File: config.mk
export PLATFORM = sky130hd
export DESIGN_NAME = ext_bus_ctrl
export DESIGN_NICKNAME = d
export VERILOG_FILES = /design/src/hw/ext_bus_pkg.sv /design/src/hw/ext_bus_ctrl.sv /design/src/hw/bus_slot_timer.sv /design/src/hw/low_port_driver.sv
export SDC_FILE = /design/constraint.sdc
export NUM_CORES = 1
export LEC_CHECK = 0
export ABC_AREA = 1
export BUFFER_PORTS_ARGS = -buffer_cell sky130_fd_sc_hd__buf_2
export CORE_MARGIN = 4
export CORE_UTILIZATION = 52
export DETAILED_ROUTE_END_ITERATION = 16
export GPL_TIMING_DRIVEN = 0
export PLACE_DENSITY = 0.91
export SLEW_MARGIN = 20
export SYNTH_ARGS = -nofsm -noshare
export SYNTH_HDL_FRONTEND = slang
export SYNTH_SLANG_ARGS = --single-unit
File: constraint.sdc
create_clock -name clock_i -period 1.91 [get_ports clock_i]
set_input_delay 0.191 -clock clock_i [delete_from_list [all_inputs] [get_ports clock_i]]
set_output_delay 0.191 -clock clock_i [all_outputs]
set_load 0.05 [all_outputs]
File: src/hw/ext_bus_pkg.sv
// constants, types and timing for the external memory bus controller
// assumes a single 50 MHz clock and a core that holds requests until answered
package ext_bus_pkg;

  // ---------------------------------------------------------------
  // timing
  // ---------------------------------------------------------------
  localparam int CLK_PERIOD_NS = 20;
  // oscillator period is not fixed by the bus, plain default
  localparam int OSC_PERIOD_NS = 100;
  // one and a half oscillator periods between strobes
  localparam int STROBE_INTERVAL_NS = (OSC_PERIOD_NS * 3) / 2;
  // least interval, so round up to whole cycles
  localparam int STROBE_CYCLES = (STROBE_INTERVAL_NS + CLK_PERIOD_NS - 1) / CLK_PERIOD_NS;
  localparam int LATCH_HIGH_CYCLES = 2;
  localparam int ADDR_HOLD_CYCLES = 1;

  // ---------------------------------------------------------------
  // addresses and reset values
  // ---------------------------------------------------------------
  localparam logic [15:0] CODE_BOUNDARY = 16'h8000;
  localparam logic [7:0] BYTE_RESET = 8'h00;
  localparam logic [7:0] BYTE_ONES = 8'hFF;

  // ---------------------------------------------------------------
  // types
  // ---------------------------------------------------------------
  typedef enum logic [3:0] {
    ST_IDLE  = 4'b0001,
    ST_FETCH = 4'b0010,
    ST_MOVE1 = 4'b0100,
    ST_MOVE2 = 4'b1000
  } bus_state_t;

  typedef enum logic [4:0] {
    LOW_GPIO    = 5'b00001,
    LOW_ADDR    = 5'b00010,
    LOW_WDATA   = 5'b00100,
    LOW_RELEASE = 5'b01000,
    LOW_VERIFY  = 5'b10000
  } low_mode_t;

  // one external data move as the core requests it
  typedef struct packed {
    logic write;
    logic wide;
    logic [15:0] addr;
    logic [7:0] wdata;
  } move_req_t;

endpackage

File: src/hw/ext_bus_ctrl.sv
// external memory bus control: strobes, fetch steering and port multiplexing
// assumes the core holds each request until done_o and drops it the next cycle
`timescale 1ns/1ps
module ext_bus_ctrl #(
  parameter int SLOT_CYCLES = ext_bus_pkg::STROBE_CYCLES
) (
  input wire logic clock_i,
  input wire logic arst_n_i,
  input wire logic ce_i,
  input wire logic external_code_select_n_i,
  input wire logic latch_strobe_disable_i,
  input wire logic verify_mode_i,
  input wire logic [7:0] verify_byte_i,
  input wire logic fetch_req_i,
  input wire logic [15:0] pc_i,
  input wire logic move_req_i,
  input wire ext_bus_pkg::move_req_t move_i,
  input wire logic [7:0] low_port_latch_i,
  input wire logic [7:0] high_port_latch_i,
  input wire logic [7:0] low_bus_port_i,
  output logic [7:0] low_bus_port_o,
  output logic [7:0] low_bus_port_oe_o,
  output logic [7:0] high_bus_port_o,
  output logic high_bus_strong_o,
  output logic program_fetch_strobe_n_o,
  output logic address_latch_strobe_o,
  output logic read_strobe_n_o,
  output logic write_strobe_n_o,
  output logic done_o,
  output logic fetch_internal_o,
  output logic [7:0] rdata_o
);
  import ext_bus_pkg::*;

  localparam int SW = $clog2(SLOT_CYCLES);
  localparam logic [SW-1:0] LATCH_END = SW'(LATCH_HIGH_CYCLES);
  localparam logic [SW-1:0] HOLD_END = SW'(LATCH_HIGH_CYCLES + ADDR_HOLD_CYCLES);
  localparam logic [SW-1:0] SLOT_LAST = SW'(SLOT_CYCLES - 1);

  // ---------------------------------------------------------------
  // slot timing
  // ---------------------------------------------------------------
  logic [SW-1:0] slot_cnt;
  logic slot_last;

  bus_slot_timer #(
    .CYCLES(SLOT_CYCLES)
  ) u_timer (
    .clock_i(clock_i),
    .arst_n_i(arst_n_i),
    .ce_i(ce_i),
    .count_o(slot_cnt),
    .last_o(slot_last)
  );

  // phases within a slot: latch pulse, address hold, data
  logic in_latch;
  logic in_addr;
  assign in_latch = (slot_cnt < LATCH_END);
  assign in_addr = (slot_cnt < HOLD_END);

  // ---------------------------------------------------------------
  // sequencer state
  // ---------------------------------------------------------------
  bus_state_t state_q;
  bus_state_t state_d;
  move_req_t move_q;
  move_req_t move_d;
  logic [15:0] fetch_addr_q;
  logic [15:0] fetch_addr_d;
  logic exec_internal_q;
  logic exec_internal_d;
  logic idle_latch_q;
  logic idle_latch_d;
  logic done_q;
  logic done_d;
  logic fetch_internal_q;
  logic fetch_internal_d;
  logic [7:0] rdata_q;
  logic [7:0] rdata_d;
  logic internal_target;
  logic can_take;

  // fetch target: pin high lets the lower code space run on chip
  assign internal_target = external_code_select_n_i && (pc_i < CODE_BOUNDARY);
  // a request seen with its own answer still standing is the old one
  assign can_take = !done_q;

  // pick the next transfer at a slot boundary; moves go before fetches
  always_comb begin
    state_d = state_q;
    move_d = move_q;
    fetch_addr_d = fetch_addr_q;
    exec_internal_d = exec_internal_q;
    idle_latch_d = idle_latch_q;
    done_d = 1'b0;
    fetch_internal_d = fetch_internal_q;
    rdata_d = rdata_q;
    case (state_q)
      ST_IDLE: begin
        if (can_take && fetch_req_i && !move_req_i && internal_target) begin
          // on-chip fetch needs no bus slot and is answered at once
          done_d = 1'b1;
          fetch_internal_d = 1'b1;
          exec_internal_d = 1'b1;
        end
      end
      ST_FETCH: begin
        if (slot_last) begin
          rdata_d = low_bus_port_i;
          done_d = 1'b1;
          fetch_internal_d = 1'b0;
          exec_internal_d = 1'b0;
          state_d = ST_IDLE;
        end
      end
      ST_MOVE1: begin
        if (slot_last) begin
          state_d = ST_MOVE2;
        end
      end
      ST_MOVE2: begin
        if (slot_last) begin
          if (!move_q.write) begin
            rdata_d = low_bus_port_i;
          end
          done_d = 1'b1;
          fetch_internal_d = 1'b0;
          state_d = ST_IDLE;
        end
      end
      default: begin
        state_d = ST_IDLE;
      end
    endcase
    // a new slot starts here; off-chip transfers from idle wait for this edge, on-chip fetches are answered without it
    if (slot_last && (state_q == ST_IDLE) && can_take && !done_d) begin
      if (move_req_i) begin
        move_d = move_i;
        state_d = ST_MOVE1;
      end else if (fetch_req_i && !internal_target) begin
        fetch_addr_d = pc_i;
        state_d = ST_FETCH;
      end
    end
    // free-running latch pulses stop only for on-chip execution with the pin high
    if (slot_last) begin
      idle_latch_d = !(external_code_select_n_i && exec_internal_d && latch_strobe_disable_i);
    end
  end

  always_ff @(posedge clock_i or negedge arst_n_i) begin
    if (!arst_n_i) begin
      state_q <= ST_IDLE;
      move_q <= '0;
      fetch_addr_q <= '0;
      exec_internal_q <= 1'b0;
      idle_latch_q <= 1'b1;
      done_q <= 1'b0;
      fetch_internal_q <= 1'b0;
      rdata_q <= BYTE_RESET;
    end else if (ce_i) begin
      state_q <= state_d;
      move_q <= move_d;
      fetch_addr_q <= fetch_addr_d;
      exec_internal_q <= exec_internal_d;
      idle_latch_q <= idle_latch_d;
      done_q <= done_d;
      fetch_internal_q <= fetch_internal_d;
      rdata_q <= rdata_d;
    end
  end

  // ---------------------------------------------------------------
  // pin values, one cycle ahead of the pins
  // ---------------------------------------------------------------
  logic fetch_strobe_n_d;
  logic latch_d;
  logic read_n_d;
  logic write_n_d;
  logic [7:0] high_d;
  logic high_strong_d;
  logic [7:0] low_addr;
  low_mode_t low_mode;

  // the pins lag this logic by one flop so every output leaves a register
  always_comb begin
    fetch_strobe_n_d = 1'b1;
    latch_d = 1'b0;
    read_n_d = 1'b1;
    write_n_d = 1'b1;
    high_d = high_port_latch_i;
    high_strong_d = 1'b0;
    low_addr = fetch_addr_q[7:0];
    low_mode = verify_mode_i ? LOW_VERIFY : LOW_GPIO;
    case (state_q)
      ST_IDLE: begin
        latch_d = in_latch && idle_latch_q;
      end
      ST_FETCH: begin
        latch_d = in_latch;
        high_d = fetch_addr_q[15:8];
        high_strong_d = 1'b1;
        low_mode = in_addr ? LOW_ADDR : LOW_RELEASE;
        fetch_strobe_n_d = in_addr;
      end
      ST_MOVE1: begin
        // the move's own address still needs one latch pulse
        latch_d = in_latch;
        low_addr = move_q.addr[7:0];
        high_d = move_q.wide ? move_q.addr[15:8] : high_port_latch_i;
        high_strong_d = move_q.wide;
        if (in_addr) begin
          low_mode = LOW_ADDR;
        end else if (move_q.write) begin
          low_mode = LOW_WDATA;
          write_n_d = 1'b0;
        end else begin
          low_mode = LOW_RELEASE;
          read_n_d = 1'b0;
        end
      end
      ST_MOVE2: begin
        // periodic latch and fetch strobes are skipped for this whole slot
        latch_d = 1'b0;
        fetch_strobe_n_d = 1'b1;
        low_addr = move_q.addr[7:0];
        high_d = move_q.wide ? move_q.addr[15:8] : high_port_latch_i;
        high_strong_d = move_q.wide;
        // data stands one cycle past the rising write strobe
        low_mode = move_q.write ? LOW_WDATA : LOW_RELEASE;
        write_n_d = !(move_q.write && slot_cnt != SLOT_LAST);
        read_n_d = !(!move_q.write && slot_cnt != SLOT_LAST);
      end
      default: begin
        latch_d = 1'b0;
      end
    endcase
  end

  logic fetch_strobe_n_q;
  logic latch_q;
  logic read_n_q;
  logic write_n_q;
  logic [7:0] high_q;
  logic high_strong_q;

  // strobes rest inactive in reset since the pins must not be fought
  always_ff @(posedge clock_i or negedge arst_n_i) begin
    if (!arst_n_i) begin
      fetch_strobe_n_q <= 1'b1;
      latch_q <= 1'b0;
      read_n_q <= 1'b1;
      write_n_q <= 1'b1;
      high_q <= BYTE_ONES;
      high_strong_q <= 1'b0;
    end else if (ce_i) begin
      fetch_strobe_n_q <= fetch_strobe_n_d;
      latch_q <= latch_d;
      read_n_q <= read_n_d;
      write_n_q <= write_n_d;
      high_q <= high_d;
      high_strong_q <= high_strong_d;
    end
  end

  low_port_driver #(
    .WIDTH(8)
  ) u_low (
    .clock_i(clock_i),
    .arst_n_i(arst_n_i),
    .ce_i(ce_i),
    .mode_i(low_mode),
    .addr_i(low_addr),
    .wdata_i(move_q.wdata),
    .latch_i(low_port_latch_i),
    .verify_i(verify_byte_i),
    .pad_o(low_bus_port_o),
    .pad_oe_o(low_bus_port_oe_o)
  );

  assign program_fetch_strobe_n_o = fetch_strobe_n_q;
  assign address_latch_strobe_o = latch_q;
  assign read_strobe_n_o = read_n_q;
  assign write_strobe_n_o = write_n_q;
  assign high_bus_port_o = high_q;
  assign high_bus_strong_o = high_strong_q;
  assign done_o = done_q;
  assign fetch_internal_o = fetch_internal_q;
  assign rdata_o = rdata_q;

  // ---------------------------------------------------------------
  // checks
  // ---------------------------------------------------------------
  property p_fetch_strobe_source;
    @(posedge clock_i) disable iff (!arst_n_i)
    !program_fetch_strobe_n_o |-> ($past(state_q) == ST_FETCH && read_strobe_n_o && write_strobe_n_o);
  endproperty
  a_fetch_strobe_source: assert property (p_fetch_strobe_source) else $error("fetch strobe outside a fetch");

  property p_fetch_strobe_internal;
    @(posedge clock_i) disable iff (!arst_n_i)
    (done_o && fetch_internal_o) |-> program_fetch_strobe_n_o;
  endproperty
  a_fetch_strobe_internal: assert property (p_fetch_strobe_internal) else $error("fetch strobe low on chip");

  property p_latch_width;
    @(posedge clock_i) disable iff (!arst_n_i)
    ($rose(address_latch_strobe_o) && ce_i ##1 ce_i) |-> address_latch_strobe_o ##1 !address_latch_strobe_o;
  endproperty
  a_latch_width: assert property (p_latch_width) else $error("latch pulse not two cycles");

  property p_latch_skip_move;
    @(posedge clock_i) disable iff (!arst_n_i)
    address_latch_strobe_o |-> ($past(state_q) != ST_MOVE2);
  endproperty
  a_latch_skip_move: assert property (p_latch_skip_move) else $error("latch pulse during data move");

  property p_latch_disabled;
    @(posedge clock_i) disable iff (!arst_n_i)
    (state_q == ST_IDLE && !idle_latch_q && ce_i) |=> !address_latch_strobe_o;
  endproperty
  a_latch_disabled: assert property (p_latch_disabled) else $error("latch pulse while disabled");

  property p_internal_fetch;
    @(posedge clock_i) disable iff (!arst_n_i)
    (state_q == ST_IDLE && fetch_req_i && !move_req_i && !done_q && ce_i && external_code_select_n_i
      && pc_i < CODE_BOUNDARY) |=> (done_o && fetch_internal_o && state_q == ST_IDLE);
  endproperty
  a_internal_fetch: assert property (p_internal_fetch) else $error("on-chip fetch not answered");

  property p_external_fetch;
    @(posedge clock_i) disable iff (!arst_n_i)
    (state_q == ST_IDLE && slot_last && fetch_req_i && !move_req_i && !done_q && ce_i
      && !external_code_select_n_i) |=> (state_q == ST_FETCH && fetch_addr_q == $past(pc_i));
  endproperty
  a_external_fetch: assert property (p_external_fetch) else $error("fetch not sent off chip");

  property p_addr_under_latch;
    @(posedge clock_i) disable iff (!arst_n_i)
    ($fell(address_latch_strobe_o) && $past(state_q) == ST_FETCH && $past(ce_i))
      |-> (low_bus_port_oe_o == BYTE_ONES && low_bus_port_o == fetch_addr_q[7:0]);
  endproperty
  a_addr_under_latch: assert property (p_addr_under_latch) else $error("address dropped at latch fall");

  property p_narrow_high;
    @(posedge clock_i) disable iff (!arst_n_i)
    ($past(ce_i) && ($past(state_q) == ST_MOVE2) && !$past(move_q.wide))
      |-> (high_bus_port_o == $past(high_port_latch_i) && !high_bus_strong_o);
  endproperty
  a_narrow_high: assert property (p_narrow_high) else $error("narrow move altered high port");

  property p_write_drives;
    @(posedge clock_i) disable iff (!arst_n_i)
    !write_strobe_n_o |-> (low_bus_port_oe_o == BYTE_ONES && low_bus_port_o == move_q.wdata && read_strobe_n_o);
  endproperty
  a_write_drives: assert property (p_write_drives) else $error("write strobe without data");

  property p_read_releases;
    @(posedge clock_i) disable iff (!arst_n_i)
    !read_strobe_n_o |-> (low_bus_port_oe_o == '0);
  endproperty
  a_read_releases: assert property (p_read_releases) else $error("bus driven during read");

endmodule

File: src/hw/bus_slot_timer.sv
// bus slot counter: counts cycles within one strobe interval
// assumes the caller freezes it with the shared clock enable
`timescale 1ns/1ps
module bus_slot_timer #(
  parameter int CYCLES = ext_bus_pkg::STROBE_CYCLES
) (
  input wire logic clock_i,
  input wire logic arst_n_i,
  input wire logic ce_i,
  output logic [$clog2(CYCLES)-1:0] count_o,
  output logic last_o
);
  import ext_bus_pkg::*;

  localparam int W = $clog2(CYCLES);
  localparam logic [W-1:0] LAST = W'(CYCLES - 1);

  logic [W-1:0] cnt_q;
  logic [W-1:0] cnt_d;

  // ---------------------------------------------------------------
  // free-running slot counter
  // ---------------------------------------------------------------
  // the counter keeps running while latch pulses are disabled; only a low ce_i stops it
  always_comb begin
    cnt_d = (cnt_q == LAST) ? '0 : cnt_q + 1'b1;
  end

  always_ff @(posedge clock_i or negedge arst_n_i) begin
    if (!arst_n_i) begin
      cnt_q <= '0;
    end else if (ce_i) begin
      cnt_q <= cnt_d;
    end
  end

  assign count_o = cnt_q;
  assign last_o = (cnt_q == LAST);

  property p_slot_wrap;
    @(posedge clock_i) disable iff (!arst_n_i)
    (last_o && ce_i) |=> (cnt_q == '0);
  endproperty
  a_slot_wrap: assert property (p_slot_wrap) else $error("slot counter did not wrap");

endmodule

File: src/hw/low_port_driver.sv
// pad driver for the low bus port: open drain as I/O, strong as bus
// assumes the mode is chosen one cycle ahead by the bus sequencer
`timescale 1ns/1ps
module low_port_driver #(
  parameter int WIDTH = 8
) (
  input wire logic clock_i,
  input wire logic arst_n_i,
  input wire logic ce_i,
  input wire ext_bus_pkg::low_mode_t mode_i,
  input wire logic [WIDTH-1:0] addr_i,
  input wire logic [WIDTH-1:0] wdata_i,
  input wire logic [WIDTH-1:0] latch_i,
  input wire logic [WIDTH-1:0] verify_i,
  output logic [WIDTH-1:0] pad_o,
  output logic [WIDTH-1:0] pad_oe_o
);
  import ext_bus_pkg::*;

  logic [WIDTH-1:0] out_d;
  logic [WIDTH-1:0] oe_d;
  logic [WIDTH-1:0] out_q;
  logic [WIDTH-1:0] oe_q;

  // ---------------------------------------------------------------
  // per-pin drive choice
  // ---------------------------------------------------------------
  for (genvar i = 0; i < WIDTH; i++) begin : g_pin
    always_comb begin
      out_d[i] = 1'b0;
      oe_d[i] = 1'b0;
      case (mode_i)
        LOW_ADDR: begin
          out_d[i] = addr_i[i];
          oe_d[i] = 1'b1;
        end
        LOW_WDATA: begin
          out_d[i] = wdata_i[i];
          oe_d[i] = 1'b1;
        end
        LOW_VERIFY: begin
          // only zeros are pulled, the tester pulls ones up
          oe_d[i] = ~verify_i[i];
        end
        LOW_GPIO: begin
          oe_d[i] = ~latch_i[i];
        end
        default: begin
          oe_d[i] = 1'b0;
        end
      endcase
    end
  end

  always_ff @(posedge clock_i or negedge arst_n_i) begin
    if (!arst_n_i) begin
      out_q <= '0;
      oe_q <= '0;
    end else if (ce_i) begin
      out_q <= out_d;
      oe_q <= oe_d;
    end
  end

  assign pad_o = out_q;
  assign pad_oe_o = oe_q;

  property p_bus_strong;
    @(posedge clock_i) disable iff (!arst_n_i)
    ($past(arst_n_i) && $past(ce_i) && ($past(mode_i) == LOW_ADDR || $past(mode_i) == LOW_WDATA))
      |-> (pad_oe_o == '1);
  endproperty
  a_bus_strong: assert property (p_bus_strong) else $error("bus mode left a pin undriven");

  property p_gpio_open_drain;
    @(posedge clock_i) disable iff (!arst_n_i)
    // the flops still held reset at the releasing edge, so that edge is no reference
    ($past(arst_n_i) && $past(ce_i) && $past(mode_i) == LOW_GPIO)
      |-> (pad_o == '0 && pad_oe_o == ~$past(latch_i));
  endproperty
  a_gpio_open_drain: assert property (p_gpio_open_drain) else $error("gpio pin not open drain");

  property p_verify_pull;
    @(posedge clock_i) disable iff (!arst_n_i)
    ($past(arst_n_i) && $past(ce_i) && $past(mode_i) == LOW_VERIFY)
      |-> (pad_o == '0 && pad_oe_o == ~$past(verify_i));
  endproperty
  a_verify_pull: assert property (p_verify_pull) else $error("verify byte not driven open drain");

endmodule

==> impl_metrics.yaml, run 1 <==
route:
  drtPass1Iterations: 5
  via_per_inst: 5.29
  drt_iter0_markers: 198
  wire_per_inst_um: 14.9
  drc: 0
  antenna_left: 0
  vias: 4235
  routed_wl_mm: 11.9
placed_design:
  io_buffers: 119
  gp_congestion: 0.908
  hpwl_mm: 8.65
worst_setup_path:
  path_max_fanout: 8
  cp.arrival_ps: 2110
  crit_top_cell: "nand2_1"
  worstPathCellList: "nor2_1 -> nand2_2 -> nand3_1 -> nor2_2 -> nand2_1 -> nand3_1 -> nand2_1 -> nand2_1"
  cp_top_family: "simple AND/OR/NAND/NOR gates"
  cp_slowest_stage_delay_ps: 580
  end_kind: "flop"
  critPathBufInv: 0
  worstSetupStartpointType: "flop"
  cp.required_ps: 2210
  worstSetupPathType: "flop to flop"
  crit_path_top_delay_cell: "dfstp_2"
sta:
  tns_ps: 0
  setup_viol: 0
  skew_ps: 10.1
  fmax_mhz: 552
  worst_slew_pin_slew_ps: 580
  hold_viol: 0
  finalCriticalPeriod_ps: 1810
  relSlewSlack: 0.614
  fin_crit_sh: 0.949
  report.final.slew_viol_count: 0
  rsz0062_at_grt: "yes"
cells_and_area:
  drive_gt1_frac: 0.271
  fin_nets: 777
  antenna_cells: 0
  syn_to_final_growth_pct: 25.2
  fin_util: 0.685
  fillers: 629
synthesis:
  ys_seq_area_frac: 0.525
  synth_nets: 637
  yosysWarningCount: 0
  synth_top_area_frac: 0.446
  syn_area_um2: 4320
  yosys-top-cells-area: "dfrtp_1 45%, nand2_1 16%, dfstp_2 7.9%, inv_1 6.4%, o21ai_0 4.4%"
  synth.distinct_cells: 28
  syn_area_per_cell_um2: 7.81
  synthCells: 553
  synth.largest_area_cell: "dfrtp_1"
  synth-seq-cells: 90
grt:
  grt_pass1_vias: 4072
  grt_pass1_wl_mm: 19.2
  grt.overflow.total: 0
  grt_max_degree: 48
  track_usage: 0.241
  antenna_found_initial: 0
floorplanning:
  coreArea_um2: 7890
  num_rows: 32
  die_x_um: 99.1
  fp.dieH_um: 99.1
  start_util: 0.548
  io_pins: 121
  design.die.area_um2: 9830
power_and_ir_drop:
  power-per-cell-area_nw_per_um2: 1010
  ir_worst_vdd_mv: 0.575
  p_leak_nw: 3.02
job:
  drv_cap: 0
clocking:
  cts_buffer_depth: 2
  cts_tree: "done"
  cts_buffers: 9
  clock-root-buffer: "clkbuf_8"
  clkTransAtPathRegs_ps: 90
  clkLatencyLatePin_ps: 360
  htree_num_levels: 3
  cts.sinks: 90
min_path:
  hp-class: "primary input to flop"
status:
  status: "finished clean"
## routing by layer
metal | global-route usage | vias to the layer above | share of wire
met5 | 0 | - | 0
met4 | 0.0956 | 0 | 0.019
met3 | 0.0470 | 29 | 0.079
met2 | 0.407 | 217 | 0.50
met1 | 0.305 | 1967 | 0.40
li1 | - | 2022 | -
## logic make-up after synthesis
group | count (synthesis) | synth area share
adder cells (fa/ha/maj) | 2 | 0.00579
flip-flops | 90 | 0.525
AO/OA/AOI/OAI | 100 | 0.127
AND/OR/NAND/NOR | 260 | 0.249
buffers and inverters | 101 | 0.0930
## power breakdown
| part | internal [W] | total (W) | leakage [nW] | switching, W |
|---|---|---|---|---|
| logic | 0.000494 | 0.00153 | 1.80 | 0.00104 |
| clock network | 0.000610 | 0.00130 | 0.0964 | 0.000695 |
| registers | 0.00235 | 0.00260 | 1.12 | 0.000252 |
| total | 0.00345 | 0.00544 | 3.02 | 0.00199 |
## worst paths after layout
check | startpoint | to | slack (ps) | cells after the start
min in group asynchronous | arst_n_i | move_q[1] | 370 | 2
max reg2reg | state_q[0] | u_low.pad_oe_o[4] | 100 | 8
max in group asynchronous | arst_n_i | idle_latch_q | 850 | 3
max | state_q[0] | u_low.pad_oe_o[4] | 100 | 8
min reg2reg | high_bus_port_o[5] | high_bus_port_o[5] | 470 | 2
min | move_i[3] | move_q[3] | 50 | 3
## registers in the layout, indices dropped and copies added (netlist names), 3 cells and up
| signal | flops |
|---|---|
| u_timer.count_o | 3 |
| fetch_addr_q | 16 |
| u_low.pad_oe_o | 8 |
| move_q | 26 |
| rdata_o | 8 |
| high_bus_port_o | 8 |
| state_q | 4 |
| u_low.pad_o | 8 |
## stage by stage
step                      instances  worst slack, ps  power [W]  instance area [um^2]  hold slack (ps)
after global routing            800            -19.6    0.00575                  5410             55.0
after detailed placement        775             -111    0.00404                  5070              232
after CTS                       792            -10.9    0.00537                  5290             42.8
final                           800             97.9    0.00544                  5410             53.1
after global placement          774            -85.9    0.00394                  5040              425
after floorplan                 553              217    0.00356                  4320             -105
## layout by cell type, fill, tap and decap left out, types with 2 or more instances in the layout
| cell type | synthesis | routed |
|---|---|---|
| buf_2 | 9 | 124 |
| clkinv_4 | 0 | 3 |
| nand4_4 | 0 | 2 |
| dfstp_2 | 13 | 13 |
| clkbuf_1 | 10 | 11 |
| dfrtp_1 | 77 | 77 |
| nand3_2 | 1 | 3 |
| nand3_1 | 33 | 31 |
| a21oi_1 | 34 | 34 |
| o21ai_0 | 38 | 38 |
| nand2_1 | 182 | 181 |
| nor2_2 | 3 | 4 |
| o22ai_1 | 2 | 2 |
| o21ai_1 | 7 | 7 |
| nand2_2 | 4 | 4 |
| inv_1 | 74 | 74 |
| nor2_1 | 31 | 29 |
| o211ai_1 | 16 | 16 |
| clkbuf_8 | 0 | 9 |
| nand4_1 | 3 | 3 |
| buf_4 | 1 | 13 |
| nand2_4 | 1 | 2 |
| inv_2 | 4 | 3 |
## Yosys cell counts
cell type	instances
a21boi_0	1
a21oi_1	34
a21oi_2	1
a31oi_1	1
buf_1	1
buf_2	9
buf_4	1
buf_6	1
clkbuf_1	10
clkinv_1	1
dfrtp_1	77
dfstp_2	13
ha_1	2
inv_1	74
inv_2	4
nand2_1	182
nand2_2	4
nand2_4	1
nand3_1	33
nand3_2	1
nand4_1	3
nand4_2	2
nor2_1	31
nor2_2	3
o211ai_1	16
o21ai_0	38
o21ai_1	7
o22ai_1	2
## worst register-to-register path: stages (launching register included)
cell and delay [ps]:
dfstp_2 580, nor2_1 70, nand2_2 170, nand3_1 250, nor2_2 330, nand2_1 90
nand3_1 120, nand2_1 70, nand2_1 80
## repair_timing
item / 4_1_cts / 5_1_grt
resized for setup: 3 / 15
endpoints found under the hold margin: 37 / 0
setup buffers: 0 / 8
endpoints found under the setup margin: 42 / 58
hold buffers: 1 / 0
pin swaps: 0 / 1
## final cells by class
class | count | area [um^2] | share of cell area
plain buffers | 22 | 113 | 0.0208
inverters | 79 | 299 | 0.0553
clock inverters | 6 | 68.8 | 0.0127
well taps | 102 | 128 | 0.0236
repair buffers | 129 | 696 | 0.129
multi-input cells | 362 | 1710 | 0.316
clock buffers | 10 | 128 | 0.0236
flip-flops and latches | 90 | 2270 | 0.420
Power figures use the tool's default switching activity.
==> inputs of run 2 (changes only) <==
--- a/config.mk
+++ b/config.mk
@@ -6,7 +6,7 @@
 export NUM_CORES = 1
 export LEC_CHECK = 0
 export ABC_AREA = 1
-export BUFFER_PORTS_ARGS = -buffer_cell sky130_fd_sc_hd__buf_2
+export BUFFER_PORTS_ARGS = -buffer_cell sky130_fd_sc_hd__clkbuf_2
 export CORE_MARGIN = 4
 export CORE_UTILIZATION = 52
 export DETAILED_ROUTE_END_ITERATION = 16
==> run 2 against run 1 <==
  * Clock skew shrank 0.92 ps
  * Worst setup slack lost 7.2 ps
  * Wire length shrank 4.2%
  * Non-clock buffer count shrank 2
  * Hold slack lost 23 ps
==> impl_metrics.yaml, run 2 (synthesis gave the netlist of run 1 again) <==
worst_setup_path:
  crit_path_top_delay_cell: "dfrtp_1"
  worstSetupStartpointType: "flop"
  cp.arrival_ps: 2080
  worstSetupPathType: "flop to flop"
  rr_startpoint: "u_timer.count_o[0]"
  cp.required_ps: 2170
  crit_top_cell: "nand2_1"
  startpoint: "u_timer.count_o[0]"
  end_kind: "flop"
  worstPathCellList: "ha_1 -> ha_4 -> nand2_1 -> nor2_4 -> nand4_4 -> inv_4 -> nand2_4 -> buf_6 -> nand2_1 -> nand2_1"
  cp_slowest_stage_delay_ps: 390
  worst-r2r-cell-count: 10
  path_max_fanout: 10
placed_design:
  hpwl_mm: 8.30
  gp_congestion: 0.902
  io_buffers: 119
  placed_cells: 774
  dp_slack_ps: -143
sta:
  setup_viol: 0
  fin_ws_ps: 90.7
  relSlewSlack: 0.524
  finalCriticalPeriod_ps: 1820
  whs_ps: 29.7
  report.final.slew_viol_count: 0
  skew_ps: 9.22
  hold_viol: 0
  fmax_mhz: 550
  worst_slew_pin_slew_ps: 714
  tns_ps: 0
  fin_crit_sh: 0.952
route:
  antenna_left: 0
  drc: 0
  drt_iter0_markers: 236
  vias: 4106
  routed_wl_mm: 11.4
  wire_per_inst_um: 14.3
  via_per_inst: 5.15
  drtPass1Iterations: 5
grt:
  grt_use_met3: 0.0568
  grt_pass1_wl_mm: 18.5
  met1_usage: 0.303
  grt.overflow.total: 0
  use_met2: 0.376
  track_usage: 0.233
  grt_max_degree: 91
  antenna_found_initial: 0
  grt_busiest_layer: "met2"
  grt_pass1_vias: 4048
floorplanning:
  num_rows: 32
  start_util: 0.548
  die_x_um: 99.1
  io_pins: 121
  fp.dieH_um: 99.1
  design.die.area_um2: 9830
  coreArea_um2: 7890
cells_and_area:
  layout_commonest_cell: "nand2_1"
  register_area_um2: 2270
  largest_reg_flops: 26
  largest_register: "move_q"
  syn_to_final_growth_pct: 24.6
  most-common-layout-cells: "181 x nand2_1, 118 x clkbuf_2, 77 x dfrtp_1"
  fin_nets: 775
  final_cells: 798
  antenna_cells: 0
  largestRegisters: "move_q (26), fetch_addr_q (16)"
  drive_gt1_frac: 0.270
  multi_input_comb_area_um2: 1720
  fillers: 614
min_path:
  hold_path.startpoint: "move_i[5]"
  hold_path_depth: 3
  hp-class: "primary input to flop"
power_and_ir_drop:
  power_frac_seq: 0.483
  power-per-cell-area_nw_per_um2: 1000
  p_switching_w: 0.00197
  sw_frac_of_total: 0.366
  pwr-share-comb: 0.273
  power.share.clock: 0.244
  p_leak_nw: 2.99
  ir_worst_vdd_mv: 0.659
  cell_internal_pwr_w: 0.00341
clocking:
  clkLatencyLatePin_ps: 370
  cts.sinks: 90
  cts_buffers: 9
  clock-root-buffer: "clkbuf_8"
  htree_num_levels: 3
  cts_tree: "done"
  cts_buffer_depth: 2
  clkTransAtPathRegs_ps: 90
status:
  status: "finished clean"
job:
  drv_cap: 0
[run 2: path summary, 6_finish.rpt]
path	endpoint	slack, ps
min in group asynchronous	move_q[18]	410
min reg2reg	high_bus_port_o[7]	470
max reg2reg	fetch_addr_q[8]	90
max in group asynchronous	state_q[2]	980
max	fetch_addr_q[8]	90
min	move_q[5]	30
[run 2: cell type report]
type / count / area share
repair buffers: 127 / 0.124
multi-input cells: 362 / 0.319
well taps: 102 / 0.0237
flip-flops and latches: 90 / 0.422
plain buffers: 22 / 0.0200
clock buffers: 10 / 0.0237
clock inverters: 6 / 0.0126
inverters: 79 / 0.0556
[run 2: worst max-delay path, delay by kind of cell, from the launching register on]
kind / cells / cell delay [ps]
adder cells (fa/ha/maj): 2 / 390
buffers and inverters: 2 / 300
flip-flops: 1 / 390
AND/OR/NAND/NOR: 6 / 630
[run 2: per-layer routing]
metal | wire (um) | up-vias | share of wire
met5 | 0 | - | 0
met4 | 218 | 0 | 0.019
met3 | 885 | 22 | 0.077
met2 | 5400 | 177 | 0.47
met1 | 4920 | 1885 | 0.43
li1 | - | 2022 | -
[run 2: power by group through the flow]
stage / Combinational, W / Clock [W] / Sequential (W)
2_1_floorplan: 0.000655 / 0 / 0.00291
3_3_place_gp: 0.00134 / 0 / 0.00260
3_5_place_dp: 0.00140 / 0 / 0.00262
4_1_cts: 0.00143 / 0.00131 / 0.00259
5_1_grt: 0.00164 / 0.00140 / 0.00265
6_report: 0.00147 / 0.00131 / 0.00260
[run 2: through the flow]
stage,total power [W],area (um^2),util
6_report,0.00538,5380,0.682
4_1_cts,0.00534,5290,0.670
3_3_place_gp,0.00394,5040,0.639
2_1_floorplan,0.00356,4320,-
5_1_grt,0.00568,5380,0.682
3_5_place_dp,0.00402,5050,0.640
[run 2: timing repair]
action / 4_1_cts / 5_1_grt
pin swaps: 0 / 2
hold buffers: 1 / 0
resized for setup: 5 / 11
setup buffers: 0 / 7
setup endpoints to repair: 38 / 25
endpoints found under the hold margin: 77 / 0
